## config.mk

```make
export PLATFORM = sky130hd
export DESIGN_NAME = bnem_monitor
export DESIGN_NICKNAME = d
export VERILOG_FILES = /design/src/rtl/bnem_pkg.sv /design/src/rtl/bnem_monitor.sv /design/src/rtl/bnem_sticky.sv
export SDC_FILE = /design/constraint.sdc
export NUM_CORES = 1
export LEC_CHECK = 0
export CORE_AREA = 2 2 185 187
export DETAILED_ROUTE_END_ITERATION = 16
export DIE_AREA = 0 0 187 189
export DONT_BUFFER_PORTS = 1
export SYNTH_ARGS = -nofsm -noshare
export SYNTH_HDL_FRONTEND = slang
export SYNTH_SLANG_ARGS = --single-unit
```

## constraint.sdc

```tcl
create_clock -name clk_sys -period 2.35 [get_ports clk_sys]
set_input_delay 0.235 -clock clk_sys [delete_from_list [all_inputs] [get_ports clk_sys]]
set_output_delay 0.235 -clock clk_sys [all_outputs]
set_load 0.01 [all_outputs]
```

## src/rtl/bnem_pkg.sv

```systemverilog
// Package of constants for the bus node error monitor
// Functional notes
// - Command parity error drops the transaction; other errors keep processing it.
// - Uncorrectable memory ECC error pulses error line once within four cycles.
// - ECC error captures syndromes, command, status and data cycle index.
// - Correctable ECC error reports only when enabled, setting correctable flag.
// - Capture registers freeze until both ECC flags are cleared by writing one.
// - Frozen capture still lets new errors set their flags.
// - Command cycle checked for odd parity over 39 bits; capture and flag.
// - After command parity error, skip ECC and CSR data parity checks for that transaction.
// - CSR data parity error pulses, captures command, zero cycle, sets flag.
// - Repeat flag set when same error type recurs while flag is set.
// - Transmitter flag set with ECC or parity flag when node drove data.
// - Control line asserted when not permitted pulses error and sets misuse flag.
// - Commander flags no-responder when confirm is missing where required.
// - No no-responder flag for CSR accesses to mailbox pointer register.
// - Driven memory data cycle echo mismatch pulses and sets data echo flag.
// - Command, first CSR and stalled cycles echo-check low 39 bits only.
// - Driven control line not seen asserted sets control echo flag.
// - Internal fault sets node internal error flag; pulse optional.
// - Seen error line sets general flag and blocks arbitration 16 cycles.
// - Processor node reloads arbitration priority from node number on error.
// - Uncorrectable error on a read returns read error instead of data.
// - Memory nodes take no recovery action on logged errors.
package bnem_pkg;
  localparam int DATA_W    = 128;
  localparam int ECC_W     = 28;
  localparam int CMD_W     = 39;
  localparam int SYN_W     = 7;
  localparam int NSYN      = 4;
  localparam int INHIBIT_N = 16;
  localparam int CTRL_N    = 5;
  // Flag vector positions
  localparam int F_CE   = 0;
  localparam int F_UCE  = 1;
  localparam int F_CPE  = 2;
  localparam int F_CSR_DATA_PARITY_FLAG = 3;
  localparam int F_CE2  = 4;
  localparam int F_UNCORRECTABLE_REPEAT_FLAG = 5;
  localparam int F_COMMAND_PARITY_REPEAT_FLAG = 6;
  localparam int F_CDP2 = 7;
  localparam int F_TDE  = 8;
  localparam int F_STE  = 9;
  localparam int F_CONFIRM_MISUSE_FLAG = 10;
  localparam int F_NO_RESPONDER_FLAG = 11;
  localparam int F_CAE  = 12;
  localparam int F_SHE  = 13;
  localparam int F_DIE  = 14;
  localparam int F_DATA_ECHO_MISMATCH_FLAG = 15;
  localparam int F_CONTROL_ECHO_MISMATCH_FLAG = 16;
  localparam int F_NODE_INTERNAL_ERROR_FLAG = 17;
  localparam int F_E    = 18;
  localparam int NFLAG  = 19;
  // Control line positions
  localparam int C_STALL = 0;
  localparam int C_CNF   = 1;
  localparam int C_CMD   = 2;
  localparam int C_SHR   = 3;
  localparam int C_DRT   = 4;
  localparam logic [NFLAG-1:0] FLAGS_RST = 19'h00000;
  localparam logic [4:0]       CNT_ZERO  = 5'h00;
  localparam logic [1:0]       DCYC_ZERO = 2'h0;
  // Error pulse pipeline stages before the line (within four cycles)
  localparam int PULSE_DLY = 2;
  typedef enum logic [2:0] {
    BNEM_IDLE  = 3'b001,
    BNEM_ACT   = 3'b010,
    BNEM_SKIP  = 3'b100
  } bnem_state_t;
endpackage : bnem_pkg

```

## src/rtl/bnem_monitor.sv

```systemverilog
// Per-node bus error monitor: checks, capture, flags and error pulse
`timescale 1ns/1ps
module bnem_monitor (
  // Clock and reset
  input  wire logic                           clk_sys,
  input  wire logic                           rst_n,
  // Observed bus lines
  input  wire logic [bnem_pkg::DATA_W-1:0]    bus_data,
  input  wire logic [bnem_pkg::ECC_W-1:0]     bus_ecc,
  input  wire logic [bnem_pkg::CTRL_N-1:0]    bus_ctrl,
  input  wire logic                           bus_err,
  // Cycle decode from protocol logic
  input  wire logic                           cyc_mem_data,
  input  wire logic                           cyc_csr_data,
  input  wire logic                           cyc_csr_first,
  input  wire logic                           cyc_stalled,
  input  wire logic [1:0]                     cyc_index,
  input  wire logic                           txn_end,
  input  wire logic                           txn_read,
  input  wire logic [bnem_pkg::CTRL_N-1:0]    ctrl_allowed,
  input  wire logic                           cnf_required,
  input  wire logic                           is_commander,
  input  wire logic                           mailbox_access,
  // ECC decode results for current data cycle
  input  wire logic                           ecc_ce,
  input  wire logic                           ecc_uce,
  input  wire logic [bnem_pkg::SYN_W-1:0]     ecc_syndrome,
  // Own drive state and sent values
  input  wire logic                           drv_data,
  input  wire logic [bnem_pkg::DATA_W-1:0]    sent_data,
  input  wire logic [bnem_pkg::ECC_W-1:0]     sent_ecc,
  input  wire logic [bnem_pkg::CTRL_N-1:0]    drv_ctrl,
  // Status latched at command
  input  wire logic                           cmd_cnf,
  input  wire logic                           cmd_shared,
  input  wire logic                           cmd_dirty,
  // Configuration
  input  wire logic                           correctable_report_enable,
  input  wire logic                           node_is_cpu,
  input  wire logic                           node_is_mem,
  input  wire logic [1:0]                     node_number,
  input  wire logic                           internal_fault,
  input  wire logic [bnem_pkg::NFLAG-1:0]     flag_clr,
  // Outputs
  output logic                                err_drive,
  output logic [bnem_pkg::NFLAG-1:0]          bus_fault_register,
  output logic [bnem_pkg::SYN_W*bnem_pkg::NSYN-1:0] syndrome_capture_registers,
  output logic [bnem_pkg::CMD_W-1:0]          fault_command_capture,
  output logic [4:0]                          fault_status_capture,
  output logic                                arb_inhibit,
  output logic                                prio_reload,
  output logic [1:0]                          prio_value,
  output logic                                read_error,
  output logic                                sw_attention
);
  import bnem_pkg::*;

  ////////////////////////////////////////////////////////////////////////////
  // Transaction tracking
  bnem_state_t st_q;
  bnem_state_t st_d;
  logic [CMD_W-1:0] cmd_q;
  logic [CMD_W-1:0] cmd_d;
  logic cmd_cyc;
  logic cpe_ev;
  logic chk_ok;

  assign cmd_cyc = bus_ctrl[C_CMD] & ctrl_allowed[C_CMD];
  // Even parity over command field flags an error
  assign cpe_ev  = cmd_cyc & ~(^bus_data[CMD_W-1:0]);
  assign chk_ok  = (st_q == BNEM_ACT);

  // Next state of transaction tracker
  always_comb begin
    st_d  = st_q;
    cmd_d = cmd_q;
    case (st_q)
      BNEM_IDLE, BNEM_ACT, BNEM_SKIP: begin
        if (cmd_cyc) begin
          cmd_d = bus_data[CMD_W-1:0];
          st_d  = cpe_ev ? BNEM_SKIP : BNEM_ACT;
        end else if (txn_end) begin
          st_d = BNEM_IDLE;
        end
      end
      default: st_d = BNEM_IDLE;
    endcase
  end

  // Register tracker
  always_ff @(posedge clk_sys) begin
    if (!rst_n) begin
      st_q  <= BNEM_IDLE;
      cmd_q <= '0;
    end else begin
      st_q  <= st_d;
      cmd_q <= cmd_d;
    end
  end

  ////////////////////////////////////////////////////////////////////////////
  // Error event detection
  logic ce_ev;
  logic uce_ev;
  logic csr_data_parity_flag_ev;
  logic [CTRL_N-1:0] misuse_ev;
  logic nxa_ev;
  logic dtc_ev;
  logic ctc_ev;
  logic any_ev;
  logic tde_ev;
  logic [CMD_W-1:0] echo_lo;
  logic echo_hi;

  assign uce_ev  = chk_ok & cyc_mem_data & ecc_uce;
  assign ce_ev   = chk_ok & cyc_mem_data & ecc_ce
                 & correctable_report_enable;
  // CSR parity checked only by processor and I/O nodes
  assign csr_data_parity_flag_ev = chk_ok & cyc_csr_data & ~node_is_mem
                 & ~(^bus_data[CMD_W-1:0]);
  assign misuse_ev = bus_ctrl & ~ctrl_allowed;
  assign nxa_ev  = is_commander & cnf_required & ~bus_ctrl[C_CNF]
                 & ~mailbox_access;
  assign echo_lo = bus_data[CMD_W-1:0] ^ sent_data[CMD_W-1:0];
  assign echo_hi = |(bus_data[DATA_W-1:CMD_W] ^ sent_data[DATA_W-1:CMD_W])
                 | |(bus_ecc ^ sent_ecc);
  // Full echo on memory data; low field on command, first CSR, stalled
  assign dtc_ev  = drv_data & ((cyc_mem_data & ~cyc_stalled
                   & ((|echo_lo) | echo_hi))
                 | ((cmd_cyc | cyc_csr_first | cyc_stalled)
                   & (|echo_lo)));
  assign ctc_ev  = |(drv_ctrl & ~bus_ctrl);
  assign tde_ev  = drv_data & (ce_ev | uce_ev | cpe_ev | csr_data_parity_flag_ev);
  // Merged single pulse source
  assign any_ev  = ce_ev | uce_ev | cpe_ev | csr_data_parity_flag_ev | (|misuse_ev)
                 | nxa_ev | dtc_ev | ctc_ev | internal_fault;

  ////////////////////////////////////////////////////////////////////////////
  // Sticky flags
  logic [NFLAG-1:0] set_vec;
  logic [NFLAG-1:0] flag_w;
  logic [3:0]       rep_w;

  always_comb begin
    set_vec          = FLAGS_RST;
    set_vec[F_CE]    = ce_ev;
    set_vec[F_UCE]   = uce_ev;
    set_vec[F_CPE]   = cpe_ev;
    set_vec[F_CSR_DATA_PARITY_FLAG]  = csr_data_parity_flag_ev;
    set_vec[F_TDE]   = tde_ev;
    set_vec[F_STE]   = misuse_ev[C_STALL];
    set_vec[F_CONFIRM_MISUSE_FLAG]  = misuse_ev[C_CNF];
    set_vec[F_CAE]   = misuse_ev[C_CMD];
    set_vec[F_SHE]   = misuse_ev[C_SHR];
    set_vec[F_DIE]   = misuse_ev[C_DRT];
    set_vec[F_NO_RESPONDER_FLAG]  = nxa_ev;
    set_vec[F_DATA_ECHO_MISMATCH_FLAG]  = dtc_ev;
    set_vec[F_CONTROL_ECHO_MISMATCH_FLAG]  = ctc_ev;
    set_vec[F_NODE_INTERNAL_ERROR_FLAG]  = internal_fault;
    set_vec[F_E]     = bus_err;
  end

  // One sticky cell per flag except the four repeat flags; first four carry repeat companions
  genvar gi;
  generate
    for (gi = 0; gi < NFLAG; gi++) begin : g_flag
      if (gi >= F_CE2 && gi <= F_CDP2) begin : g_rep
        assign flag_w[gi] = rep_w[gi-F_CE2];
      end else begin : g_cell
        logic rep_o_w;
        bnem_sticky u_cell (
          .clk_sys (clk_sys),
          .rst_n   (rst_n),
          .set_in  (set_vec[gi]),
          .clr_in  (flag_clr[gi]
                    | flag_clr[(gi < F_CE2) ? gi + F_CE2 : gi]),
          .flag_o  (flag_w[gi]),
          .rep_o   (rep_o_w)
        );
        if (gi < F_CE2) begin : g_r
          assign rep_w[gi] = rep_o_w;
        end
      end
    end
  endgenerate
  assign bus_fault_register = flag_w;

  ////////////////////////////////////////////////////////////////////////////
  // Capture registers
  logic frozen;
  logic cap_ecc;
  logic cap_cmd;
  logic [SYN_W*NSYN-1:0] syn_q;
  logic [SYN_W*NSYN-1:0] syn_d;
  logic [CMD_W-1:0]      ccap_q;
  logic [CMD_W-1:0]      ccap_d;
  logic [4:0]            stat_q;
  logic [4:0]            stat_d;

  assign frozen  = flag_w[F_CE] | flag_w[F_UCE];
  assign cap_ecc = ~frozen & (ce_ev | uce_ev);
  assign cap_cmd = ~frozen & ~cap_ecc & (cpe_ev | csr_data_parity_flag_ev);

  // Capture next values
  always_comb begin
    syn_d  = syn_q;
    ccap_d = ccap_q;
    stat_d = stat_q;
    if (cap_ecc) begin
      syn_d[cyc_index*SYN_W +: SYN_W] = ecc_syndrome;
      ccap_d = cmd_q;
      stat_d = {cmd_cnf, cmd_shared, cmd_dirty, cyc_index};
    end else if (cap_cmd) begin
      ccap_d = cpe_ev ? bus_data[CMD_W-1:0] : cmd_q;
      stat_d = {cmd_cnf, cmd_shared, cmd_dirty, DCYC_ZERO};
    end
  end

  // Register captures
  always_ff @(posedge clk_sys) begin
    if (!rst_n) begin
      syn_q  <= '0;
      ccap_q <= '0;
      stat_q <= 5'h00;
    end else begin
      syn_q  <= syn_d;
      ccap_q <= ccap_d;
      stat_q <= stat_d;
    end
  end
  assign syndrome_capture_registers = syn_q;
  assign fault_command_capture      = ccap_q;
  assign fault_status_capture       = stat_q;

  ////////////////////////////////////////////////////////////////////////////
  // Error pulse, inhibit counter, priority and read error
  logic [PULSE_DLY-1:0] pp_q;
  logic [PULSE_DLY-1:0] pp_d;
  logic                 err_q;
  logic                 err_d;
  logic [4:0]           inh_q;
  logic [4:0]           inh_d;
  logic                 rd_q;
  logic                 rd_d;
  logic                 pr_q;
  logic                 pr_d;

  // Pipeline the merged event; output pulse is one cycle wide
  always_comb begin
    pp_d  = {pp_q[PULSE_DLY-2:0], any_ev};
    err_d = pp_q[PULSE_DLY-1] & ~err_q;
    inh_d = bus_err ? 5'(INHIBIT_N)
          : (inh_q != CNT_ZERO) ? inh_q - 5'h01 : inh_q;
    rd_d  = uce_ev & txn_read;
    pr_d  = bus_err & node_is_cpu;
  end

  // Register pulse state
  always_ff @(posedge clk_sys) begin
    if (!rst_n) begin
      pp_q  <= '0;
      err_q <= 1'b0;
      inh_q <= CNT_ZERO;
      rd_q  <= 1'b0;
      pr_q  <= 1'b0;
    end else begin
      pp_q  <= pp_d;
      err_q <= err_d;
      inh_q <= inh_d;
      rd_q  <= rd_d;
      pr_q  <= pr_d;
    end
  end

  assign err_drive    = err_q;
  assign arb_inhibit  = (inh_q != CNT_ZERO);
  assign prio_reload  = pr_q;
  assign prio_value   = node_number;
  assign read_error   = rd_q;
  // Memory nodes never request software attention
  assign sw_attention = ~node_is_mem & (|flag_w);

  ////////////////////////////////////////////////////////////////////////////
  // Assertions
  property p_uce_sets;
    @(posedge clk_sys) disable iff (!rst_n)
      uce_ev |=> bus_fault_register[F_UCE];
  endproperty
  a_uce_sets: assert property (p_uce_sets) else $error("uce not set");

  property p_err_pulse;
    @(posedge clk_sys) disable iff (!rst_n)
      any_ev |-> ##[1:4] err_drive;
  endproperty
  a_err_pulse: assert property (p_err_pulse) else $error("no err pulse");

  property p_err_one;
    @(posedge clk_sys) disable iff (!rst_n)
      err_drive |=> !err_drive;
  endproperty
  a_err_one: assert property (p_err_one) else $error("err too long");

  property p_freeze;
    @(posedge clk_sys) disable iff (!rst_n)
      frozen |=> $stable(syndrome_capture_registers);
  endproperty
  a_freeze: assert property (p_freeze) else $error("capture changed");

  property p_cpe_skip;
    @(posedge clk_sys) disable iff (!rst_n)
      (cpe_ev && !txn_end) |=> !uce_ev && !csr_data_parity_flag_ev;
  endproperty
  a_cpe_skip: assert property (p_cpe_skip) else $error("checked skipped");

  property p_repeat;
    @(posedge clk_sys) disable iff (!rst_n)
      (cpe_ev && bus_fault_register[F_CPE]) |=> bus_fault_register[F_COMMAND_PARITY_REPEAT_FLAG];
  endproperty
  a_repeat: assert property (p_repeat) else $error("no repeat flag");

  property p_inhibit;
    @(posedge clk_sys) disable iff (!rst_n)
      bus_err |=> arb_inhibit [*8];
  endproperty
  a_inhibit: assert property (p_inhibit) else $error("no inhibit");

  property p_nxa_mbox;
    @(posedge clk_sys) disable iff (!rst_n)
      (mailbox_access && !bus_fault_register[F_NO_RESPONDER_FLAG] && !flag_clr[F_NO_RESPONDER_FLAG])
      |=> !($rose(bus_fault_register[F_NO_RESPONDER_FLAG]) && $past(mailbox_access));
  endproperty
  a_nxa_mbox: assert property (p_nxa_mbox) else $error("no_responder_flag on mailbox");
endmodule : bnem_monitor

```

## src/rtl/bnem_sticky.sv

```systemverilog
// Sticky flag with write-one-to-clear and repeat companion
`timescale 1ns/1ps
module bnem_sticky (
  // Clock and reset
  input  wire logic clk_sys,
  input  wire logic rst_n,
  // Event and clear
  input  wire logic set_in,
  input  wire logic clr_in,
  // Flag outputs
  output logic      flag_o,
  output logic      rep_o
);
  logic flag_q;
  logic flag_d;
  logic rep_q;
  logic rep_d;

  // Set wins over clear; repeat on set while already set
  always_comb begin
    flag_d = set_in | (flag_q & ~clr_in);
    rep_d  = (set_in & flag_q) | (rep_q & ~clr_in);
  end

  // Register flags
  always_ff @(posedge clk_sys) begin
    if (!rst_n) begin
      flag_q <= 1'b0;
      rep_q  <= 1'b0;
    end else begin
      flag_q <= flag_d;
      rep_q  <= rep_d;
    end
  end

  assign flag_o = flag_q;
  assign rep_o  = rep_q;
endmodule : bnem_sticky
```

==> results of run 1 <==
[synthesized netlist by cell type (all sizes together), types with 9 or more instances]
cell type,count,area share [%]
nor2,35,1.7
mux2i,43,5.5
nor3,9,0.64
a21oi,126,8.0
clkbuf,33,1.6
nor4,25,2.0
nand3,30,1.9
nand2,124,5.9
dfxtp,143,36
xnor2,128,14
nand2b,15,1.2
xor2,57,6.3
inv,18,0.86
o21ai,45,2.9
buf,27,2.6
nand4,31,2.5
[area by class of cell]
class                      count  area, um2
clock buffer                  18      439.2
clock inverter                14      148.9
fill                        3487      23250
inverter                      18      67.56
multi-input combinational    718       4678
sequential                   143       2864
tap                          448      560.5
timing repair buffer         127       1267
[layer usage]
layer / share of wire, % / vias up
li1: - / 3377
met1: 41 / 3528
met2: 46 / 459
met3: 8.9 / 64
met4: 4.9 / 2
met5: 0.040 / -
[critical path, delay by kind of cell (launching register included)]
kind / cells / cell delay (ns)
buffers and inverters: 3 / 0.87
and+or+nand+nor: 4 / 0.86
DFF: 1 / 0.35
AOI/OAI and AO/OA: 1 / 0.10
[how the worst max path moves through the flow]
stage / startpoint / end
floorplan: bus_data[2] / fault_command_capture[28]
global route: st_q[0] / fault_command_capture[19]
finish: st_q[1] / g_flag[8].g_cell.u_cell.flag_o
global placement: sent_ecc[6] / pp_q[0]
CTS: st_q[1] / fault_command_capture[12]
detailed placement: sent_data[121] / pp_q[0]
[what timing repair did]
| item | 4_1_cts | 5_1_grt |
|---|---|---|
| gates resized for setup | 0 | 17 |
| hold buffers | 77 | 0 |
| buffers inserted | 0 | 5 |
| hold endpoints to repair | 130 | 0 |
| endpoints found under the setup margin | 0 | 52 |
[cell families (layout without fill, tap and decap cells)]
family,after synthesis,in the layout
compound gates,187,187
mux,43,43
fa+ha+maj,7,7
xor+xnor,189,189
flops,143,143
buf+inv,78,177
simple gates,292,292
[per-stage QoR]
step | instance area, um2 | hold WS (ns) | cells | worst slack [ns]
2_1_floorplan | 7863 | 0.3293 | 939 | 0.07251
3_3_place_gp | 8519 | 0.3264 | 1370 | -0.3319
3_5_place_dp | 8519 | 0.3223 | 1370 | -0.3185
4_1_cts | 9888 | 0.0001697 | 1479 | 0.01982
5_1_grt | 10030 | 0.01376 | 1486 | -0.007469
6_report | 10030 | 0.009706 | 1486 | 0.05499
[sequential cells by signal (all words and copies together) (netlist names)]
| signal | count |
|---|---|
| cmd_q | 39 |
| err_drive | 1 |
| fault_command_capture | 39 |
| fault_status_capture | 5 |
| g_flag.g_cell.u_cell.flag_o | 15 |
| g_flag.g_cell.u_cell.rep_o | 4 |
| inh_q | 5 |
| pp_q | 2 |
| prio_reload | 1 |
| read_error | 1 |
| st_q | 3 |
| syndrome_capture_registers | 28 |
[power breakdown]
part	switching (W)	total [W]	internal (W)
combinational	0.00147	0.00296	0.00149
clock	0.00119	0.00272	0.00153
sequential	0.000434	0.00323	0.00279
==> results.ini, run 1 <==
[outcome]
status = completed

[floorplan]
rows = 67
initial_core_util_pct = 23.62
io_pins = 477
die_w_um = 187
die_h_um = 189
die_area_um2 = 35340
core_area_um2 = 33280

[setup_path]
r2r_slack_ns = 0.05
reg2reg_to = g_flag[8].g_cell.u_cell.flag_o
endpoint_kind = flip-flop
path_class = flip-flop to flip-flop
cp.required_ns = 2.67
reg2reg_depth = 8
critPathMaxStageDelay_ns = 0.56
crit_fanout = 5
crit_chain = nor4bb_2, buf_4, and3_2, or2_2, buf_4, nor2_2, o22ai_1, dlygate4sd3_1
crit_path_frequent_cell = buf_4
r2r-start = st_q[1]
crit_path_top_delay_cell = dlygate4sd3_1
cp_data_arrival_time_ns = 2.61
critical_path.startpoint_type = flip-flop

[cts]
clk_pin_slew_ns = 0.07
cts.path.max_buffers = 2
cts_buffers = 17
clk_latency_ns = 0.43
tritoncts = built
clock-sinks = 143
htreeDepth = 4
cts_root_buffer = clkbuf_16

[sta]
finalSetupViolations = 0
fmax_mhz = 435.7
clock_skew_ns = 0.01025
slew_violations = 0
setup_tns_ns = 0
relSlewSlack_pct = 55.15
period_share_pct = 97.66
hold_viol = 0
worstMarginPinSlew_ns = 0.6713
min_period_ns = 2.295

[route]
ant_nets = 0
finalWirelength_um = 32540
viasPerCell = 5.000
vias = 7430
post-route-drc-count = 0
first_pass_iters = 5
drt_iter0_markers = 516
post_drt_wl_per_cell_um = 21.90

[placed_design]
port_buffers = 0
gp_congestion = 1.024
dp_hpwl_um = 24370

[power_and_ir_drop]
power.leakage_nw = 3.475
power.total_w = 0.008902
peakVddDrop_mv = 0.4639
powerDensity_nw_per_um2 = 887.9

[grt]
grt-ovfl-total = 0
antenna_found_initial = 1
grt_pass1_wl_um = 46600
grt-busiest-layer = met2
use_met3_pct = 4.838
met2_usage_pct = 28.05
grt_max_degree = 58
grt_pass1_vias = 7365
globalRouteMet1Util_pct = 21.65
gr-usage-all-layers_pct = 17.59

[logic_synthesis]
syn_nets = 1325
synth_ff_type = dfxtp_1
yosysSeqAreaShare_pct = 36.41
synthAdderAreaFrac_pct = 1.114
ys_async_sr_fraction_pct = 0
synth_xor_area_share_pct = 21.75
yosysWarnings = 0
yosys.area_share.simple_pct = 17.85
synthCells = 939
syn_avg_cell_area_um2 = 8.373
synth_top_family_by_area = XOR/XNOR gates
synth-edff-count = 0
synthesis.area_um2 = 7863
synthMuxAreaShare_pct = 5.474
ys_seq_elements = 143
synthDistinctLibCells = 37
synth_compound_area_share_pct = 12.36

[layout]
syn_to_final_growth_pct = 27.51
drive_above_1_share_pct = 9.634
finish.utilization_pct = 30.13
final_cell_mix = 142 x dfxtp_1, 128 x xnor2_1, 126 x a21oi_1, 124 x nand2_1, 76 x dlygate4sd3_1
final_common_cell = dfxtp_1
diodes = 0
nNetsFinal = 1411

[hold_path]
hold_start = bus_data[6]
whs_endpoint = fault_command_capture[6]
holdCritPathClass = primary input to flip-flop
min_path_cells = 2

[job]
maxCapViolCount = 0

Power figures use the tool's default switching activity.
==> run 2: changes to the inputs <==
ABC_AREA = 0   (was not set)
CORE_AREA = 2 2 187 189   (was 2 2 185 187)
CTS_BUF_LIST = sky130_fd_sc_hd__clkbuf_8   (was not set)
DIE_AREA = 0 0 189 191   (was 0 0 187 189)
==> results.ini, run 2 (synthesized netlist as in run 1, its figures left out) <==
[layout]
final_common_cell = dfxtp_1
nNetsFinal = 1405  ; -0.43%
final_cell_mix = 143 x dfxtp_1, 128 x xnor2_1, 126 x a21oi_1, 123 x nand2_1, 86 x dlygate4sd3_1
syn_to_final_growth_pct = 24.43
diodes = 0  ; unchanged
stdcell_count = 1487  ; +0.067%
drive_above_1_share_pct = 7.461  ; -2.2 points

[sta]
worstMarginPinSlew_ns = 0.7682  ; +0.09690 ns
relSlewSlack_pct = 48.68  ; -6.5 points
slew_violations = 0  ; unchanged
fmax_mhz = 454.7  ; +4.4%
period_share_pct = 93.58  ; -4.1 points
min_period_ns = 2.199  ; -0.09577 ns
hold_slack_ns = 0.03370  ; +0.02399 ns
finalSetupViolations = 0  ; unchanged
hold_viol = 0  ; unchanged
rsz0062_at_grt = false
clock_skew_ns = 0.01391  ; +0.003657 ns

[cts]
clk_latency_ns = 0.46  ; +0.03 ns
cts_buffers = 17  ; unchanged
htreeDepth = 4  ; unchanged
clk_pin_slew_ns = 0.09  ; +0.02 ns
cts.path.max_buffers = 2  ; unchanged
tritoncts = built
cts_root_buffer = clkbuf_8
clock-sinks = 143  ; unchanged
post-cts-setup-buffers = 0  ; unchanged

[grt]
antenna_found_initial = 0  ; -1
grt_pass1_wl_um = 43220  ; -7.2%
grt_max_degree = 63  ; +8.6%
grt-ovfl-total = 0  ; unchanged
grt_pass1_vias = 7127  ; -3.2%
gr-usage-all-layers_pct = 16.12  ; -1.5 points

[setup_path]
crit_buf_inv = 2  ; -1
r2r-start = st_q[1]
crit_path_top_delay_cell = dlygate4sd3_1
r2r_slack_ns = 0.16  ; +0.11 ns
endpoint_kind = flip-flop
reg2reg_depth = 7  ; -1
crit_chain = xnor2_1, xnor2_1, xnor2_1, xnor3_1, xor2_2, buf_4, a21oi_1, nor2_1, o22ai_1, dlygate4sd3_1
crit_family = XOR/XNOR gates
path_class = primary input to flip-flop
reg2reg_to = g_flag[8].g_cell.u_cell.flag_o
critPathMaxStageDelay_ns = 0.56  ; about the same
critical_path.startpoint_type = primary input
crit_fanout = 4  ; -1
cp.required_ns = 2.71  ; +0.04 ns
crit_path_frequent_cell = xnor2_1
cp_data_arrival_time_ns = 2.56  ; -0.05 ns

[power_and_ir_drop]
powerDensity_nw_per_um2 = 810.2  ; -8.7%
power.leakage_nw = 3.332  ; -4.1%
peakVddDrop_mv = 0.4418  ; -4.8%

[outcome]
status = completed

[placed_design]
dp_cells = 1367  ; -0.22%
dp_hpwl_um = 23180  ; -4.9%
gp_congestion = 0.9774  ; -4.6%
port_buffers = 0  ; unchanged

[job]
maxCapViolCount = 0  ; unchanged

[floorplan]
die_h_um = 191  ; +1.1%
core_area_um2 = 34120  ; +2.5%
die_area_um2 = 36100  ; +2.1%
initial_core_util_pct = 23.05  ; -0.58 points
io_pins = 477  ; unchanged
die_w_um = 189  ; +1.1%
rows = 68  ; +1.5%

[hold_path]
hold_start = flag_clr[7]
whs_endpoint = g_flag[3].g_cell.u_cell.flag_o
holdCritPathClass = primary input to flip-flop
min_path_cells = 3  ; +1

[route]
post_drt_wl_per_cell_um = 20.82  ; -4.9%
drt_iter0_markers = 443  ; -14%
first_pass_iters = 5  ; unchanged
viasPerCell = 4.843  ; -3.1%
ant_nets = 0  ; unchanged
vias = 7202  ; -3.1%
post-route-drc-count = 0  ; unchanged
finalWirelength_um = 30960  ; -4.8%

[run 2: cell types whose count changed in the layout (fill, tap and decap cells not counted), moves of 3 or more]
cell	change
buf_4	-10
buf_6	-5
clkbuf_16	-17
clkbuf_8	+17
clkinv_4	-4
clkinvlp_4	+3
dlygate4sd3_1	+10
mux2i_1	+3
[run 2: area by class of cell]
type                    count  area [um2]
fillers                  3586       24330
multi-input cells         718        4663
flip-flops and latches    143        2863
repair buffers            121        1216
well taps                 455       569.3
clock buffers              18       247.7
clock inverters            14       156.4
inverters                  18       67.56
[run 2: worst max-delay path by stage]
stage              startpoint                             end  cells after the start
2_1_floorplan     bus_data[2]       fault_command_capture[28]                     10
3_3_place_gp   sent_data[102]                         pp_q[0]                     10
3_5_place_dp   sent_data[102]                         pp_q[0]                     10
4_1_cts               st_q[0]        fault_command_capture[6]                     10
5_1_grt               st_q[0]       fault_command_capture[26]                      9
6_report         bus_data[36]  g_flag[8].g_cell.u_cell.flag_o                     10
[run 2: tightest hold or removal path: stages]
cell,delay (ns)
nor2_1,0.04
a21oi_1,0.14
nor2_1,0.04
[run 2: per-layer routing]
| metal | global-route usage, % | share of wire [%] |
|---|---|---|
| met1 | 19.66 | 42 |
| met2 | 25.66 | 45 |
| met3 | 4.241 | 8.0 |
| met4 | 9.285 | 5.3 |
| met5 | 0 | 0 |
[run 2: through the flow]
step / TNS (ns) / setup WS [ns] / power, W / instance area [um2] / util, %
6_report: 0 / 0.1508 / 0.007927 / 9783 / 28.67
4_1_cts: 0 / 0.001632 / 0.007916 / 9726 / 28.51
3_3_place_gp: -0.3460 / -0.2304 / 0.005641 / 8441 / 24.74
5_1_grt: 0 / 0.005665 / 0.008357 / 9783 / 28.67
3_5_place_dp: -0.4090 / -0.2620 / 0.005671 / 8441 / 24.74
2_1_floorplan: 0 / 0.07251 / 0.004832 / 7863 / -
[run 2: where the power goes]
| part | switching, W | internal, W |
|---|---|---|
| Sequential | 0.000463 | 0.00279 |
| Combinational | 0.00138 | 0.00125 |
| Clock | 0.00106 | 0.000991 |
| Total | 0.00290 | 0.00503 |
[run 2: what timing repair did]
action	CTS	global route
endpoints found under the setup margin	0	72
resized for setup	0	7
hold endpoints to repair	136	0
hold buffers	87	0
==> run 3: changes to the inputs <==
CORE_AREA = 2 2 184 186   (was 2 2 187 189)
DIE_AREA = 0 0 186 188   (was 0 0 189 191)
SYNTH_HIERARCHICAL = 1   (was not set)
==> results.ini, run 3 <==
[outcome]
status = completed

[layout]
final_cell_mix = 142 x dfxtp_1, 130 x xnor2_1, 125 x nand2_1, 113 x a21oi_1, 76 x dlygate4sd3_1
fill_cells = 3471  ; -3.2%
syn_to_final_growth_pct = 23.97
drive_above_1_share_pct = 9.231  ; +1.8 points
final_common_cell = dfxtp_1
nNetsFinal = 1414  ; +0.64%
diodes = 0  ; unchanged

[route]
drt_iter0_markers = 477  ; +7.7%
finalWirelength_um = 35810  ; +16%
ant_nets = 0  ; unchanged
viasPerCell = 4.981  ; +2.8%
vias = 7411  ; +2.9%
first_pass_iters = 5  ; unchanged
post_drt_wl_per_cell_um = 24.07  ; +16%
post-route-drc-count = 0  ; unchanged

[floorplan]
die_h_um = 188  ; -1.6%
die_w_um = 186  ; -1.6%
core_area_um2 = 33110  ; -2.9%
io_pins = 477  ; unchanged
rows = 67  ; -1.5%
die_area_um2 = 34970  ; -3.1%
initial_core_util_pct = 24.42  ; +1.4 points

[cts]
clock-sinks = 143  ; unchanged
cts_root_buffer = clkbuf_8
tritoncts = built
cts_buffers = 17  ; unchanged
clk_latency_ns = 0.46  ; about the same
clk_pin_slew_ns = 0.08  ; about the same
htreeDepth = 4  ; unchanged
cts.path.max_buffers = 2  ; unchanged

[grt]
antenna_found_initial = 0  ; unchanged
gr-usage-all-layers_pct = 19.73  ; +3.6 points
grt-ovfl-total = 0  ; unchanged
grt_max_degree = 58  ; -7.9%
grt_pass1_wl_um = 49380  ; +14%
grt_pass1_vias = 7553  ; +6.0%

[setup_path]
r2r-start = st_q[2]
endpoint_kind = flip-flop
critPathMaxStageDelay_ns = 0.35  ; -0.21 ns
critical_path.startpoint_type = flip-flop
path_class = flip-flop to flip-flop
reg2reg_depth = 9  ; +2
crit_path_top_delay_cell = dfxtp_1
crit_chain = and4bb_2, o21ai_0, nor3_1, buf_4, nor3_1, mux2_4, buf_12, mux2i_1, a211oi_1
cp.required_ns = 2.72  ; about the same
crit_buf_inv = 2  ; unchanged
crit_fanout = 25  ; +21
cp_num_cells = 9  ; -1
crit_family = simple AND/OR/NAND/NOR gates
cp_data_arrival_time_ns = 2.51  ; -0.05 ns
crit_path_start = st_q[2]
crit_path_frequent_cell = nor3_1

[sta]
fmax_mhz = 466.0  ; +2.5%
finalSetupViolations = 0  ; unchanged
relSlewSlack_pct = 26.17  ; -23 points
min_period_ns = 2.146  ; -0.05317 ns
rsz0062_at_grt = false
worstMarginPinSlew_ns = 1.104  ; +0.3357 ns
clock_skew_ns = 0.01618  ; +0.002270 ns
slew_violations = 0  ; unchanged
hold_viol = 0  ; unchanged
period_share_pct = 91.32  ; -2.3 points
setup_tns_ns = 0  ; unchanged

[power_and_ir_drop]
power.leakage_nw = 3.297  ; -1.1%
p_int_w = 0.005342  ; +6.2%
p_switching_w = 0.003279  ; +13%
p_sw_share_pct = 38.03  ; +1.5 points
combPwrFrac_pct = 38.8  ; +5.7 points
powerDensity_nw_per_um2 = 860.1  ; +6.2%
clkPwrFrac_pct = 23.3  ; -2.5 points
power.total_w = 0.008622  ; +8.8%
peakVddDrop_mv = 0.4633  ; +4.9%
power_frac_seq_pct = 37.9  ; -3.1 points

[hold_path]
min_path_cells = 2  ; -1
holdCritPathClass = primary input to flip-flop
hold_start = bus_data[26]

[logic_synthesis]
synthesis.area_um2 = 8085  ; +2.8%
yosysWarnings = 6  ; +6
syn_nets = 1328  ; +0.23%
syn_avg_cell_area_um2 = 8.583  ; +2.5%
synthCells = 942  ; +0.32%

[job]
maxCapViolCount = 0  ; unchanged

[placed_design]
gp_congestion = 1.074  ; +9.9%
dp_hpwl_um = 28510  ; +23%
port_buffers = 0  ; unchanged

==> run 3: path summary, 6_finish.rpt <==
path	end	slack [ns]
hold reg to reg	err_drive	0.44
setup reg to reg	fault_command_capture[15]	0.20
hold / removal	fault_command_capture[26]	0.04
setup / recovery	fault_command_capture[15]	0.20
==> run 3: what timing repair did <==
item / 4_1_cts / 5_1_grt
setup buffers: 0 / 4
hold buffers: 76 / 0
resized for setup: 2 / 1
setup endpoints to repair: 2 / 39
endpoints found under the hold margin: 125 / 0
==> run 3: power groups by stage <==
stage / clock [W] / combinational, W / sequential, W
2_1_floorplan: 0 / 0.00217 / 0.00314
3_3_place_gp: 0 / 0.00317 / 0.00332
5_1_grt: 0.00217 / 0.00365 / 0.00331
3_5_place_dp: 0 / 0.00320 / 0.00332
4_1_cts: 0.00208 / 0.00336 / 0.00327
6_report: 0.00201 / 0.00334 / 0.00327
==> run 3: routing by layer <==
metal / vias to the layer above / routed length, um / part of all wire, % / track usage [%]
met5: - / 0 / 0 / 0
met4: 0 / 747 / 2.1 / 5.209
met3: 40 / 3800 / 11 / 7.438
met1: 3547 / 13700 / 38 / 22.51
met2: 382 / 17570 / 49 / 34.27
li1: 3442 / - / - / -
==> run 3: cell type report <==
| class | count | area [um2] | share of cell area (%) |
|---|---|---|---|
| Sequential cell | 143 | 2864 | 28.57 |
| Timing Repair Buffer | 115 | 1166 | 11.63 |
| Clock buffer | 17 | 234.0 | 2.334 |
| Clock inverter | 14 | 156.4 | 1.560 |
| Multi-Input combinational cell | 728 | 4954 | 49.42 |
| Inverter | 23 | 88.84 | 0.8863 |
| Tap cell | 448 | 560.5 | 5.592 |
==> run 3: metrics by stage <==
| stage | setup WS [ns] | hold WS, ns | util (%) | std cells | area (um2) |
|---|---|---|---|---|---|
| CTS | 0.06661 | 0.0003257 | 30.18 | 1484 | 9992 |
| finish | 0.2039 | 0.03526 | 30.27 | 1488 | 10020 |
| global route | 0.002694 | 0.01018 | 30.27 | 1488 | 10020 |
| detailed placement | -1.131 | 0.3223 | 26.65 | 1377 | 8826 |
| floorplan | 0.1375 | 0.3525 | - | 942 | 8085 |
| global placement | -1.106 | 0.3141 | 26.65 | 1377 | 8826 |
